<file path="src/shared/bsw_pkg.sv">
// constants and types shared by the battery sram host controller
package bsw_pkg;
    // bus geometry
    localparam int ADDR_W = 13;
    localparam int DATA_W = 8;
    // clock rate in kHz, 25 MHz reference
    localparam int CLK_KHZ = 25_000;
    // write pulse width, least, ns
    localparam int WR_PULSE_NS = 80;
    // data setup before terminating edge, least, ns
    localparam int DATA_SETUP_NS = 50;
    // address and data hold / recovery after strobe rise, least, ns
    localparam int ADDR_HOLD_NS = 10;
    // read cycle: address to data valid, most, ns
    localparam int RD_ACCESS_NS = 100;
    // power-up recovery before accesses, least, us
    localparam int RECOVERY_US = 1000;
    // least times round up to whole cycles
    localparam int WR_PULSE_CYC = (WR_PULSE_NS * CLK_KHZ + 999_999) / 1_000_000;
    localparam int ADDR_HOLD_CYC = (ADDR_HOLD_NS * CLK_KHZ + 999_999) / 1_000_000;
    localparam int RD_ACCESS_CYC = (RD_ACCESS_NS * CLK_KHZ + 999_999) / 1_000_000 + 1;
    localparam int RECOVERY_CYC = RECOVERY_US * (CLK_KHZ / 1000);
    // state encodings, one-hot
    typedef enum logic [5:0] {
        BSW_ST_BOOT   = 6'b00_0001,
        BSW_ST_IDLE   = 6'b00_0010,
        BSW_ST_WPULSE = 6'b00_0100,
        BSW_ST_RPULSE = 6'b00_1000,
        BSW_ST_HOLD   = 6'b01_0000,
        BSW_ST_FAIL   = 6'b10_0000
    } bsw_state_t;
endpackage : bsw_pkg

</file>
<file path="src/bsw_host.sv">
// host controller driving an 8k x 8 battery-backed sram
// Operation
// write mode needs strobe and both selects
// write starts at last assertion
// write ends at first deassertion
// host holds address stable through write
// host waits recovery before next cycle
// data set up before, held after end
// host keeps output gate high writing
// device floats outputs after strobe falls
// supply in trip window deselects device
// deselected device ignores inputs, floats data
// failure mid-write harms only that byte
// battery powers array below switchover
// power-up keeps array write protected
// host keeps chip deselected during power-up
// host waits recovery after supply returns
// device asserts alert at detect trip
// device deselects 10-40 us after alert
// alert open-drain low, pull-up required
// alert released within 120 us
// supply state given as digital flags
`timescale 1ns/100ps
`default_nettype none
module bsw_host
    import bsw_pkg::*;
#(
    parameter int RECOVERY_CYCLES = RECOVERY_CYC
) (
    input  wire logic              ref_clk,
    input  wire logic              nrst,
    // user side
    input  wire logic              req_valid,
    input  wire logic              req_write,
    input  wire logic [ADDR_W-1:0] req_addr,
    input  wire logic [DATA_W-1:0] req_wdata,
    output var  logic              req_ready,
    output var  logic              rsp_valid,
    output var  logic [DATA_W-1:0] rsp_rdata,
    output var  logic              power_ok,
    output var  logic              alert_seen,
    // sram pins
    output var  logic [ADDR_W-1:0] mem_addr,
    input  wire logic [DATA_W-1:0] mem_dq_in,
    output var  logic [DATA_W-1:0] mem_dq_out,
    output var  logic              mem_dq_oe_n,
    output var  logic              select_low_active_n,
    output var  logic              select_high_active,
    output var  logic              mem_gate_n,
    output var  logic              mem_write_n,
    input  wire logic              alert_n
);
    localparam int CNT_W = $clog2(RECOVERY_CYCLES + 2);

    // refuse counts that the shared cycle counter cannot hold
    if (RECOVERY_CYCLES < RD_ACCESS_CYC + 1 || WR_PULSE_CYC < 1
        || ADDR_HOLD_CYC < 1) begin : g_bad_counts
        $error("bsw_host: cycle counts out of range");
    end

    typedef struct packed {
        bsw_state_t        st;
        logic [CNT_W-1:0]  cnt;
        logic              wr;
        logic [ADDR_W-1:0] addr;
        logic [DATA_W-1:0] dout;
        logic              dq_oe_n;
        logic              sel_n;
        logic              sel_h;
        logic              gate_n;
        logic              we_n;
        logic              ready;
        logic              rvalid;
        logic [DATA_W-1:0] rdata;
        logic              pok;
        logic              alert;
    } bsw_host_t;

    bsw_host_t s_reg;
    bsw_host_t s_next;

    logic [DATA_W:0] pins_sync;

    // data and alert come from the far side, so they are synchronised;
    // alert enters inverted so the cleared flops match its idle level
    bsw_sync #(
        .WIDTH (DATA_W + 1)
    ) u_sync (
        .ref_clk (ref_clk),
        .nrst    (nrst),
        .d_in    ({!alert_n, mem_dq_in}),
        .q_out   (pins_sync)
    );

    logic alert_low;
    assign alert_low = pins_sync[DATA_W];

    // next-state logic
    always_comb begin
        s_next        = s_reg;
        s_next.rvalid = 1'b0;
        s_next.alert  = alert_low;
        // power good drops at once, even while a cycle still finishes
        if (alert_low) begin
            s_next.pok = 1'b0;
        end
        case (s_reg.st)
            BSW_ST_BOOT: begin
                // selects parked inactive while supply rises
                s_next.sel_n  = 1'b1;
                s_next.sel_h  = 1'b0;
                s_next.we_n   = 1'b1;
                s_next.ready  = 1'b0;
                if (alert_low) begin
                    s_next.cnt = '0;
                end else if (s_reg.cnt >= CNT_W'(RECOVERY_CYCLES)) begin
                    s_next.st    = BSW_ST_IDLE;
                    s_next.pok   = 1'b1;
                    s_next.ready = 1'b1;
                end else begin
                    s_next.cnt = s_reg.cnt + 1'b1;
                end
            end
            BSW_ST_IDLE: begin
                if (alert_low) begin
                    // supply failing: stop issuing cycles
                    s_next.st    = BSW_ST_FAIL;
                    s_next.pok   = 1'b0;
                    s_next.ready = 1'b0;
                end else if (req_valid) begin
                    s_next.ready = 1'b0;
                    s_next.addr  = req_addr;
                    s_next.wr    = req_write;
                    s_next.dout  = req_wdata;
                    s_next.cnt   = '0;
                    s_next.sel_n = 1'b0;
                    s_next.sel_h = 1'b1;
                    if (req_write) begin
                        // gate kept high, data driven with strobe
                        s_next.gate_n  = 1'b1;
                        s_next.we_n    = 1'b0;
                        s_next.dq_oe_n = 1'b0;
                        s_next.st      = BSW_ST_WPULSE;
                    end else begin
                        s_next.gate_n = 1'b0;
                        s_next.st     = BSW_ST_RPULSE;
                    end
                end
            end
            BSW_ST_WPULSE: begin
                // pulse long enough for data setup too
                if (s_reg.cnt >= CNT_W'(WR_PULSE_CYC - 1)) begin
                    // strobe and select_low_active_n rise and select_high_active falls together to end the write
                    s_next.we_n  = 1'b1;
                    s_next.sel_n = 1'b1;
                    s_next.sel_h = 1'b0;
                    s_next.cnt   = '0;
                    s_next.st    = BSW_ST_HOLD;
                end else begin
                    s_next.cnt = s_reg.cnt + 1'b1;
                end
            end
            BSW_ST_RPULSE: begin
                // extra cycles cover the input synchroniser
                if (s_reg.cnt >= CNT_W'(RD_ACCESS_CYC + 1)) begin
                    s_next.rdata  = pins_sync[DATA_W-1:0];
                    s_next.rvalid = 1'b1;
                    s_next.gate_n = 1'b1;
                    s_next.sel_n  = 1'b1;
                    s_next.sel_h  = 1'b0;
                    s_next.cnt    = '0;
                    s_next.st     = BSW_ST_HOLD;
                end else begin
                    s_next.cnt = s_reg.cnt + 1'b1;
                end
            end
            BSW_ST_HOLD: begin
                // address and data held past the end, then recovery
                if (s_reg.cnt >= CNT_W'(ADDR_HOLD_CYC - 1)) begin
                    s_next.dq_oe_n = 1'b1;
                    s_next.cnt     = '0;
                    if (alert_low || !s_reg.pok) begin
                        // alert hit mid-cycle: park, then full recovery
                        s_next.st    = BSW_ST_FAIL;
                        s_next.ready = 1'b0;
                    end else begin
                        s_next.st    = BSW_ST_IDLE;
                        s_next.ready = 1'b1;
                    end
                end else begin
                    s_next.cnt = s_reg.cnt + 1'b1;
                end
            end
            BSW_ST_FAIL: begin
                // device ignores pins once it deselects; wait for alert release
                s_next.sel_n   = 1'b1;
                s_next.sel_h   = 1'b0;
                s_next.we_n    = 1'b1;
                s_next.gate_n  = 1'b1;
                s_next.dq_oe_n = 1'b1;
                if (!alert_low) begin
                    s_next.cnt = '0;
                    s_next.st  = BSW_ST_BOOT;
                end
            end
            default: begin
                s_next = s_reg;
                s_next.st = BSW_ST_BOOT;
            end
        endcase
    end

    // state register
    always_ff @(posedge ref_clk or negedge nrst) begin
        if (!nrst) begin
            s_reg         <= '0;
            s_reg.st      <= BSW_ST_BOOT;
            s_reg.dq_oe_n <= 1'b1;
            s_reg.sel_n   <= 1'b1;
            s_reg.gate_n  <= 1'b1;
            s_reg.we_n    <= 1'b1;
        end else begin
            s_reg <= s_next;
        end
    end

    // every output straight from the state register
    assign req_ready           = s_reg.ready;
    assign rsp_valid           = s_reg.rvalid;
    assign rsp_rdata           = s_reg.rdata;
    assign power_ok            = s_reg.pok;
    assign alert_seen          = s_reg.alert;
    assign mem_addr            = s_reg.addr;
    assign mem_dq_out          = s_reg.dout;
    assign mem_dq_oe_n         = s_reg.dq_oe_n;
    assign select_low_active_n = s_reg.sel_n;
    assign select_high_active  = s_reg.sel_h;
    assign mem_gate_n          = s_reg.gate_n;
    assign mem_write_n         = s_reg.we_n;
endmodule : bsw_host
`default_nettype wire

</file>
<file path="src/bsw_sync.sv">
// two-flop synchroniser bank for pin inputs
`timescale 1ns/100ps
`default_nettype none
module bsw_sync #(
    parameter int WIDTH = 1
) (
    input  wire logic             ref_clk,
    input  wire logic             nrst,
    input  wire logic [WIDTH-1:0] d_in,
    output var  logic [WIDTH-1:0] q_out
);
    logic [WIDTH-1:0] meta_reg;

    // first stage read only by the second stage
    always_ff @(posedge ref_clk or negedge nrst) begin
        if (!nrst) begin
            meta_reg <= '0;
            q_out    <= '0;
        end else begin
            meta_reg <= d_in;
            q_out    <= meta_reg;
        end
    end
endmodule : bsw_sync
`default_nettype wire

</file>
<file path="config.mk">
export PLATFORM = sky130hd
export DESIGN_NAME = bsw_host
export DESIGN_NICKNAME = d
export VERILOG_FILES = /design/src/shared/bsw_pkg.sv /design/src/bsw_host.sv /design/src/bsw_sync.sv
export SDC_FILE = /design/constraint.sdc
export NUM_CORES = 1
export LEC_CHECK = 0
export BUFFER_PORTS_ARGS = -buffer_cell sky130_fd_sc_hd__buf_2
export CORE_ASPECT_RATIO = 1.5
export CORE_MARGIN = 2
export CORE_UTILIZATION = 49
export DETAILED_ROUTE_END_ITERATION = 10
export GPL_TIMING_DRIVEN = 0
export PLACE_DENSITY_LB_ADDON = 0.05
export SLEW_MARGIN = 20
export SYNTH_ARGS = -nofsm -noshare
export SYNTH_HDL_FRONTEND = slang
export SYNTH_HIERARCHICAL = 1
export SYNTH_SLANG_ARGS = --single-unit
</file>
<file path="constraint.sdc">
create_clock -name ref_clk -period 2 [get_ports ref_clk]
set_input_delay 0.2 -clock ref_clk [delete_from_list [all_inputs] [get_ports ref_clk]]
set_output_delay 0.2 -clock ref_clk [all_outputs]
set_load 0.02 [all_outputs]
</file>
==> flow_metrics.tcl, run 1 <==
set metrics [dict create \
    status "finished with violations" \
    violations "negative setup slack" \
    avgSynthCellArea_um2 10.3 \
    final-max-slew-violation-count 0 \
    start_util 0.509 \
    core_um2 6940 \
    numPortBuffers 71 \
    remaining_drc_errors 0 \
    startpoint_type "flip-flop" \
    maxCapViolCount 0 \
    postRouteAntennaNets 0 \
    drive_gt1_frac 0.422 \
    crit_start "s_reg[55]" \
    fmax_ghz 0.446 \
    cpPeakStageDelay_ps 560 \
    ir_drop_mv 0.613 \
    setup_tns_ps -2300 \
    largest_register_ffs 21 \
    regArea_um2 1940 \
    path_cells "or4_4 -> nor4_4 -> o21bai_2 -> o21a_4 -> or4b_4 -> o221ai_2" \
    worstSetupPathType "flip-flop to flip-flop" \
    synth_top_family_by_area "simple AND/OR/NAND/NOR gates" \
    crit_fanout 6 \
    synthesis.nets 381 \
    grt_use_total 0.200 \
    die_area_um2 7920 \
    hpwl_um 5030 \
    finalCriticalPeriod_ps 2240 \
    rr_endpoint "s_reg[46]" \
    syn_to_final_growth_pct 32.9 \
    final_hold_viol_count 0 \
    cts_tree "built" \
    die_width_um 73.3 \
    cp-endpoint "s_reg[46]" \
    viasPerCell 5.17 \
    pre_cts_slack_ps -440 \
    num_antenna_cells 0 \
    power_density_nw_per_um2 645 \
    clock_sinks 77 \
    vias 2818 \
    cts_max_level 3 \
    post-route-util 0.676 \
    overflow 0 \
    r2r_slack_ps -240 \
    synthFlopType "dfrtp_1" \
    yosys.area_share.simple 0.214 \
    gp_congestion 0.807 \
    cts_made_buffers 9 \
    cts_root_buf "clkbuf_8" \
    end_kind "flip-flop" \
    drt_iter0_drc 119 \
    ios 72 \
    grt_pass1_wl_um 12100 \
    netlist.area_leader.share 0.510 \
    clock_skew_ps 7.24 \
    path_clk_slew_ps 80 \
    crit_required_ps 2270 \
    yosysTopAreaCell "dfrtp_1" \
    fin_nets 500 \
    fillers 557 \
    cp.arrival_ps 2510 \
    tightest_slew_ps 607 \
    grt_max_degree 40 \
    synth_area_leaders "dfrtp_1 (51%), nand2_1 (9.1%), buf_4 (6.4%)" \
    crit_slowest_cell "or4_4" \
    totalPowerFinal_mw 3.03 \
    synth_xor_area_frac 0.00248 \
    yosysSeqAreaShare 0.547 \
    synth_cell_types 51 \
    netlist_instances 344 \
    rsz0062_at_grt "true" \
    timing.hold.ws_ps 33.1 \
    syn-cell-area_um2 3530 \
    ys_ff_latch 77 \
    wl_per_cell_um 13.9 \
    multiInputGateArea_um2 1430 \
    finalSetupViolCount 21 \
    min_path_type "primary input to flip-flop" \
    yosys_warnings 6 \
    setup_slack_ps -240 \
    slew_headroom 0.590 \
    clockBufferDepth 2 \
    synth.area.mux_share 0.0283 \
    yosys.area_share.adder 0.0106 \
    first_global_vias 2658 \
    synth-compound-area-share 0.115 \
    drt-total-wl_um 7580 \
    row_count 37 \
    synth_edf_count 0 \
    antenna_found_initial 0 \
    async_reset_ff_frac 1.00 \
    ff2ff_path_depth 6 \
    drt-pass1-iter-count 4 \
    worstReg2RegStart "s_reg[55]" \
    die-height_um 108 \
    finalCritPeriodShare 1.12 \
    clk_latency_ps 350 \
    power.leakage_nw 2.46 \
]
-- area by class of cell --
| class | instances | area share |
|---|---|---|
| flip-flops and latches | 77 | 0.413 |
| clock inverters | 4 | 0.0104 |
| well taps | 78 | 0.0208 |
| repair buffers | 108 | 0.150 |
| inverters | 9 | 0.00719 |
| multi-input cells | 220 | 0.305 |
| plain buffers | 38 | 0.0631 |
| clock buffers | 11 | 0.0301 |
-- cell usage after synthesis (all sizes together) (3+ instances only) --
library cell	instances
a21oi	4
a22o	12
a31oi	5
and3	8
buf	32
clkbuf	6
dfrtp	72
dfstp	5
ha	3
inv	9
mux2	8
nand2	86
nand2b	3
nand3	5
nor2	11
nor2b	9
nor3	6
nor4	5
o21ai	20
-- critical path, delay by kind of cell (launching register included) --
kind,cells,cell delay [ps]
compound gates,3,350
flops,1,470
simple gates,3,1340
-- timing repair --
action / CTS / global route
hold buffers: 10 / 0
pin swaps: 8 / 10
setup buffers: 13 / 12
endpoints found under the hold margin: 47 / 0
setup endpoints to repair: 50 / 47
cloned: 1 / 1
resized for setup: 26 / 19
-- how the worst min path moves through the flow --
stage / endpoint / cells after the start / startpoint
after global placement: u_sync/meta_reg[7] / 1 / mem_dq_in[7]
after global routing: mem_addr[4] / 3 / req_addr[4]
final: mem_dq_out[2] / 3 / req_wdata[2]
after CTS: mem_addr[4] / 3 / req_addr[4]
after floorplan: alert_seen / 0 / nrst
after detailed placement: mem_dq_out[5] / 1 / nrst
-- logic make-up after synthesis --
group / Yosys count
flops: 77
xor+xnor: 1
compound gates: 56
mux: 9
buf+inv: 47
simple gates: 151
fa+ha+maj: 3
-- per-layer routing --
layer  up-vias  global-route usage  wire, um  part of all wire
met3        11              0.0522       289             0.038
met5         -                   0         0                 0
met1      1360               0.235      3190              0.42
met2        58               0.336      3970              0.52
met4         0              0.0948       127             0.017
li1       1389                   -         -                 -
-- placed cells by master, fill, tap and decap left out, types with 4 or more instances in the layout --
| master | synthesis | routed |
|---|---|---|
| nor2b_1 | 9 | 8 |
| nor2_1 | 11 | 11 |
| dfstp_2 | 5 | 5 |
| buf_2 | 2 | 71 |
| buf_6 | 0 | 4 |
| a22o_1 | 12 | 12 |
| nand2_1 | 86 | 85 |
| clkbuf_8 | 0 | 10 |
| a31oi_1 | 5 | 4 |
| mux2_2 | 8 | 8 |
| dfrtp_2 | 0 | 7 |
| buf_4 | 30 | 53 |
| dfrtp_1 | 72 | 65 |
| dlygate4sd3_1 | 0 | 10 |
| nand3_1 | 5 | 4 |
| and3_1 | 8 | 8 |
| inv_1 | 9 | 7 |
| o21ai_0 | 18 | 13 |
| o21ai_1 | 2 | 4 |
-- through the flow --
stage / instances / cell area, um^2
floorplan: 344 / 3570
global placement: 493 / 4020
detailed placement: 494 / 4040
CTS: 533 / 4550
global route: 545 / 4700
finish: 545 / 4700
-- power by group --
group,switching (mW),leakage [nW],internal [mW],total [mW]
clock,0.540,0.0992,0.602,1.14
sequential,0.0244,0.978,1.60,1.63
combinational,0.131,1.38,0.129,0.260
(Power assumes the default switching activity.)
==> run 2: changes to the inputs <==
==> constraint.sdc (replaced) <==
create_clock -name ref_clk -period 1.95 [get_ports ref_clk]
set_input_delay 0.195 -clock ref_clk [delete_from_list [all_inputs] [get_ports ref_clk]]
set_output_delay 0.195 -clock ref_clk [all_outputs]
set_load 0.02 [all_outputs]
==> flow_metrics.tcl, run 2 (synthesis results as in run 1) <==
set metrics [dict create \
    status "finished with violations" \
    violations "negative setup slack" \
    p_int_mw 2.57 \
    start_util 0.509 \
    wl_per_cell_um 14.1 \
    worstSetupPathType "flip-flop to flip-flop" \
    cts_made_buffers 9 \
    clock_sinks 77 \
    num_antenna_cells 0 \
    fmax_ghz 0.444 \
    finalSetupViolCount 15 \
    vias 2887 \
    combPwrFrac 0.084 \
    place_inst 494 \
    postRouteAntennaNets 0 \
    pwr-share-seq 0.502 \
    ff2ff_path_depth 7 \
    power_density_nw_per_um2 683 \
    power.leakage_nw 2.54 \
    clkPwrFrac 0.415 \
    ir_drop_mv 0.592 \
    setup_slack_ps -301 \
    finalCriticalPeriod_ps 2250 \
    hold_path_depth 3 \
    syn_to_final_growth_pct 37.6 \
    cts_tree "built" \
    clockBufferDepth 2 \
    largest_register_ffs 21 \
    final_cell_count_no_fill 557 \
    rr_endpoint "s_reg[51]" \
    post-route-util 0.701 \
    p_sw_mw 0.749 \
    viasPerCell 5.18 \
    tightest_slew_ps 557 \
    r2r_slack_ps -300 \
    row_count 37 \
    overflow 0 \
    drt_iter0_drc 144 \
    path_clk_slew_ps 80 \
    min_path_type "primary input to flip-flop" \
    clk_latency_ps 360 \
    drive_gt1_frac 0.445 \
    ios 72 \
    first_global_vias 2782 \
    die_area_um2 7920 \
    slew_headroom 0.629 \
    totalPowerFinal_mw 3.32 \
    end_kind "flip-flop" \
    swShare 0.226 \
    finalCritPeriodShare 1.15 \
    setup_tns_ps -3780 \
    die-height_um 108 \
    final_hold_viol_count 0 \
    crit_fanout 7 \
    worstHoldStart "req_addr[8]" \
    grt_use_total 0.208 \
    layout_common_cells "nand2_1 (83), buf_2 (72), dfrtp_1 (66)" \
    die_width_um 73.3 \
    startpoint_type "flip-flop" \
    grt_max_degree 42 \
    grt_pass1_wl_um 12500 \
    drt-total-wl_um 7870 \
    final-max-slew-violation-count 0 \
    core_um2 6940 \
    worstReg2RegStart "s_reg[54]" \
    layout_commonest_cell "nand2_1" \
    post_dp_cell_area_um2 4040 \
    remaining_drc_errors 0 \
    hpwl_um 4920 \
    crit_required_ps 2230 \
    cts_max_level 3 \
    numPortBuffers 71 \
    rsz0062_at_grt "true" \
    finish.instance_area_um2 4860 \
    hold_end "mem_addr[8]" \
    fin_nets 511 \
    gp_congestion 0.828 \
    antenna_found_initial 0 \
    cp.arrival_ps 2530 \
    clock_skew_ps 6.36 \
    drt-pass1-iter-count 4 \
    cts_root_buf "clkbuf_8" \
    maxCapViolCount 0 \
]
run 2: changes by cell type in the layout (fill, tap and decap cells not counted), sizes merged:
cell,before,now
inv,9,10
buf,131,143
clkinv,3,1
clkinvlp,0,1
nor2b,9,10
bufinv,1,2
clkbuf,16,14
run 2: worst max-delay path by stage:
stage               from      endpoint  cells past startpoint
2_1_floorplan  s_reg[58]     s_reg[51]                      6
3_3_place_gp   s_reg[49]  rsp_rdata[5]                      4
3_5_place_dp   s_reg[49]  rsp_rdata[4]                      4
4_1_cts        s_reg[54]     s_reg[46]                      7
5_1_grt        s_reg[54]     s_reg[51]                      7
6_report       s_reg[54]     s_reg[51]                      7
run 2: per-layer routing:
layer  share of wire  up-vias  track usage  routed length [um]
met3           0.039       14       0.0550                 306
met2            0.54       67        0.364                4220
li1                -     1416            -                   -
met5               0        -            0                   0
met4           0.022        0        0.103                 173
met1            0.40     1390        0.229                3160
run 2: metrics by stage:
stage                     hold slack (ps)  setup WS [ps]
after detailed placement              189           -545
after CTS                            5.38           -255
after floorplan                      -101           -189
after global placement                304           -519
final                                19.8           -301
after global routing                 17.6           -402
run 2: layout make-up:
type                            instances  area [um^2]
Inverter                                9         33.8
Fill cell                             558         2080
Sequential cell                        77         1940
Clock buffer                           11          151
Timing Repair Buffer                  119          787
Clock inverter                          5         81.3
Buffer                                 37          292
Tap cell                               78         97.6
Multi-Input combinational cell        221         1480
run 2: power by group through the flow:
stage	clock network, mW	logic [mW]	registers (mW)
after floorplan	0	0.122	1.69
after global placement	0	0.218	1.70
after detailed placement	0	0.227	1.70
after CTS	1.42	0.269	1.67
after global routing	1.49	0.309	1.67
final	1.38	0.277	1.67
run 2: what timing repair did:
item / in CTS / in global routing
setup buffers: 19 / 17
hold buffers: 10 / 0
pin swaps: 14 / 12
endpoints found under the hold margin: 41 / 0
gates cloned: 2 / 0
gates resized for setup: 29 / 35
endpoints found under the setup margin: 51 / 50
run 2: worst max-delay path: stages (launching register included):
cell and delay [ps]:
dfstp_2 600, nor4b_4 260, a211oi_2 90, o31a_1 350, nor3_2 150, buf_4 190, or4b_4 470, o221ai_2 70
==> run 3: changes to the inputs <==
==> constraint.sdc (replaced) <==
create_clock -name ref_clk -period 2.02 [get_ports ref_clk]
set_input_delay 0.202 -clock ref_clk [delete_from_list [all_inputs] [get_ports ref_clk]]
set_output_delay 0.202 -clock ref_clk [all_outputs]
set_load 0.02 [all_outputs]
==> flow_metrics.tcl, run 3 (synthesis results as in run 1) <==
set metrics [dict create \
    status "finished with violations" \
    violations "negative setup slack" \
    worstSetupPathType "flip-flop to flip-flop" \
    final_hold_viol_count 0 \
    cts_root_buf "clkbuf_8" \
    core_um2 6940 \
    numPortBuffers 71 \
    crit_fanout 7 \
    setup_slack_ps -257 \
    grt_pass1_wl_um 12300 \
    gp_congestion 0.809 \
    crit_required_ps 2290 \
    antenna_found_initial 0 \
    largest_register_ffs 21 \
    combPwrFrac 0.087 \
    vias 2796 \
    p_int_mw 2.40 \
    multiInputGateArea_um2 1430 \
    die_area_um2 7920 \
    place_inst 494 \
    die_width_um 73.3 \
    layout_commonest_cell "nand2_1" \
    end_kind "flip-flop" \
    syn_to_final_growth_pct 32.0 \
    finalCritPeriodShare 1.13 \
    fmax_ghz 0.439 \
    power.leakage_nw 2.43 \
    crit_slowest_cell "or4b_4" \
    tightest_slew_ps 459 \
    clock_skew_ps 9.55 \
    path_cells "inv_2 -> buf_6 -> ha_4 -> or4_4 -> nor4_4 -> o21bai_4 -> o21a_4 -> or4b_4 -> o221ai_2" \
    pwr-share-seq 0.520 \
    drive_gt1_frac 0.409 \
    clkPwrFrac 0.393 \
    slew_headroom 0.694 \
    min_path_type "primary input to flip-flop" \
    startpoint_type "flip-flop" \
    clock_sinks 77 \
    final_cell_count_no_fill 542 \
    maxCapViolCount 0 \
    regArea_um2 1940 \
    clk_latency_ps 360 \
    p_sw_mw 0.693 \
    post-route-util 0.672 \
    ios 72 \
    path_clk_slew_ps 80 \
    wl_per_cell_um 14.1 \
    cts_made_buffers 9 \
    crit_buf_inv 2 \
    finish.instance_area_um2 4670 \
    drt-pass1-iter-count 4 \
    clockBufferDepth 2 \
    ir_drop_mv 0.505 \
    finalCriticalPeriod_ps 2280 \
    remaining_drc_errors 0 \
    fillers 579 \
    hpwl_um 5030 \
    start_util 0.509 \
    post_dp_cell_area_um2 4040 \
    rsz0062_at_grt "true" \
    swShare 0.224 \
    viasPerCell 5.16 \
    drt_iter0_drc 193 \
    cts_max_level 3 \
    crit_family "simple AND/OR/NAND/NOR gates" \
    finalSetupViolCount 16 \
    fin_nets 498 \
    drt-total-wl_um 7650 \
    grt_max_degree 44 \
    cpPeakStageDelay_ps 490 \
    final-max-slew-violation-count 0 \
    layout_common_cells "nand2_1 (85), buf_2 (71), dfrtp_1 (66)" \
    overflow 0 \
    power_density_nw_per_um2 663 \
    timing.hold.ws_ps 28.3 \
    postRouteAntennaNets 0 \
    pre_cts_slack_ps -471 \
    grt_use_total 0.204 \
    die-height_um 108 \
    cp.arrival_ps 2550 \
    num_antenna_cells 0 \
    cts_tree "built" \
    first_global_vias 2734 \
    row_count 37 \
]
run 3: repair_timing:
| item | in CTS | in global routing |
|---|---|---|
| hold endpoints to repair | 39 | 0 |
| pin swaps | 11 | 17 |
| gates resized for setup | 22 | 22 |
| hold buffers | 10 | 0 |
| gates cloned | 0 | 1 |
| setup endpoints to repair | 48 | 46 |
| buffers inserted | 15 | 9 |
run 3: power groups by stage:
stage	clock network [mW]	registers, mW	logic, mW
after floorplan	0	1.64	0.117
after global placement	0	1.64	0.210
final	1.22	1.61	0.270
after CTS	1.25	1.61	0.248
after global routing	1.32	1.61	0.298
after detailed placement	0	1.64	0.219
run 3: final cells by class:
type | count | area share
sequential | 77 | 0.416
multi-input combinational | 220 | 0.307
timing repair buffer | 106 | 0.148
buffer | 38 | 0.0579
clock buffer | 10 | 0.0273
tap | 78 | 0.0209
clock inverter | 4 | 0.0161
inverter | 9 | 0.00724
run 3: worst register-to-register path: stages, from the launching register on:
cell	delay, ps
dfrtp_2	390
inv_2	70
buf_6	120
ha_4	150
or4_4	430
nor4_4	230
o21bai_4	90
o21a_4	160
or4b_4	490
o221ai_2	80
run 3: worst paths after layout:
| kind | slack, ps | from | end | cells after the start |
|---|---|---|---|---|
| setup / recovery | -260 | s_reg[40] | s_reg[51] | 9 |
| setup reg to reg | -260 | s_reg[40] | s_reg[51] | 9 |
| hold / removal | 30 | req_addr[12] | mem_addr[12] | 3 |
| min in group asynchronous | 330 | nrst | mem_addr[12] | 2 |
| max in group asynchronous | 1060 | nrst | s_reg[54] | 3 |
| hold reg to reg | 350 | u_sync/meta_reg[2] | u_sync/q_out[2] | 0 |
run 3: routing by layer:
| layer | vias to the layer above | track usage | share of wire |
|---|---|---|---|
| li1 | 1380 | - | - |
| met1 | 1330 | 0.242 | 0.41 |
| met2 | 69 | 0.342 | 0.53 |
| met3 | 17 | 0.0550 | 0.045 |
| met4 | 0 | 0.0935 | 0.024 |
| met5 | - | 0 | 0 |
run 3: stage by stage:
stage          setup TNS [ps]  total power, mW
2_1_floorplan            -245             1.75
4_1_cts                 -2180             3.11
3_3_place_gp           -14720             1.85
6_report                -2630             3.09
3_5_place_dp           -15850             1.86
5_1_grt                 -4690             3.23
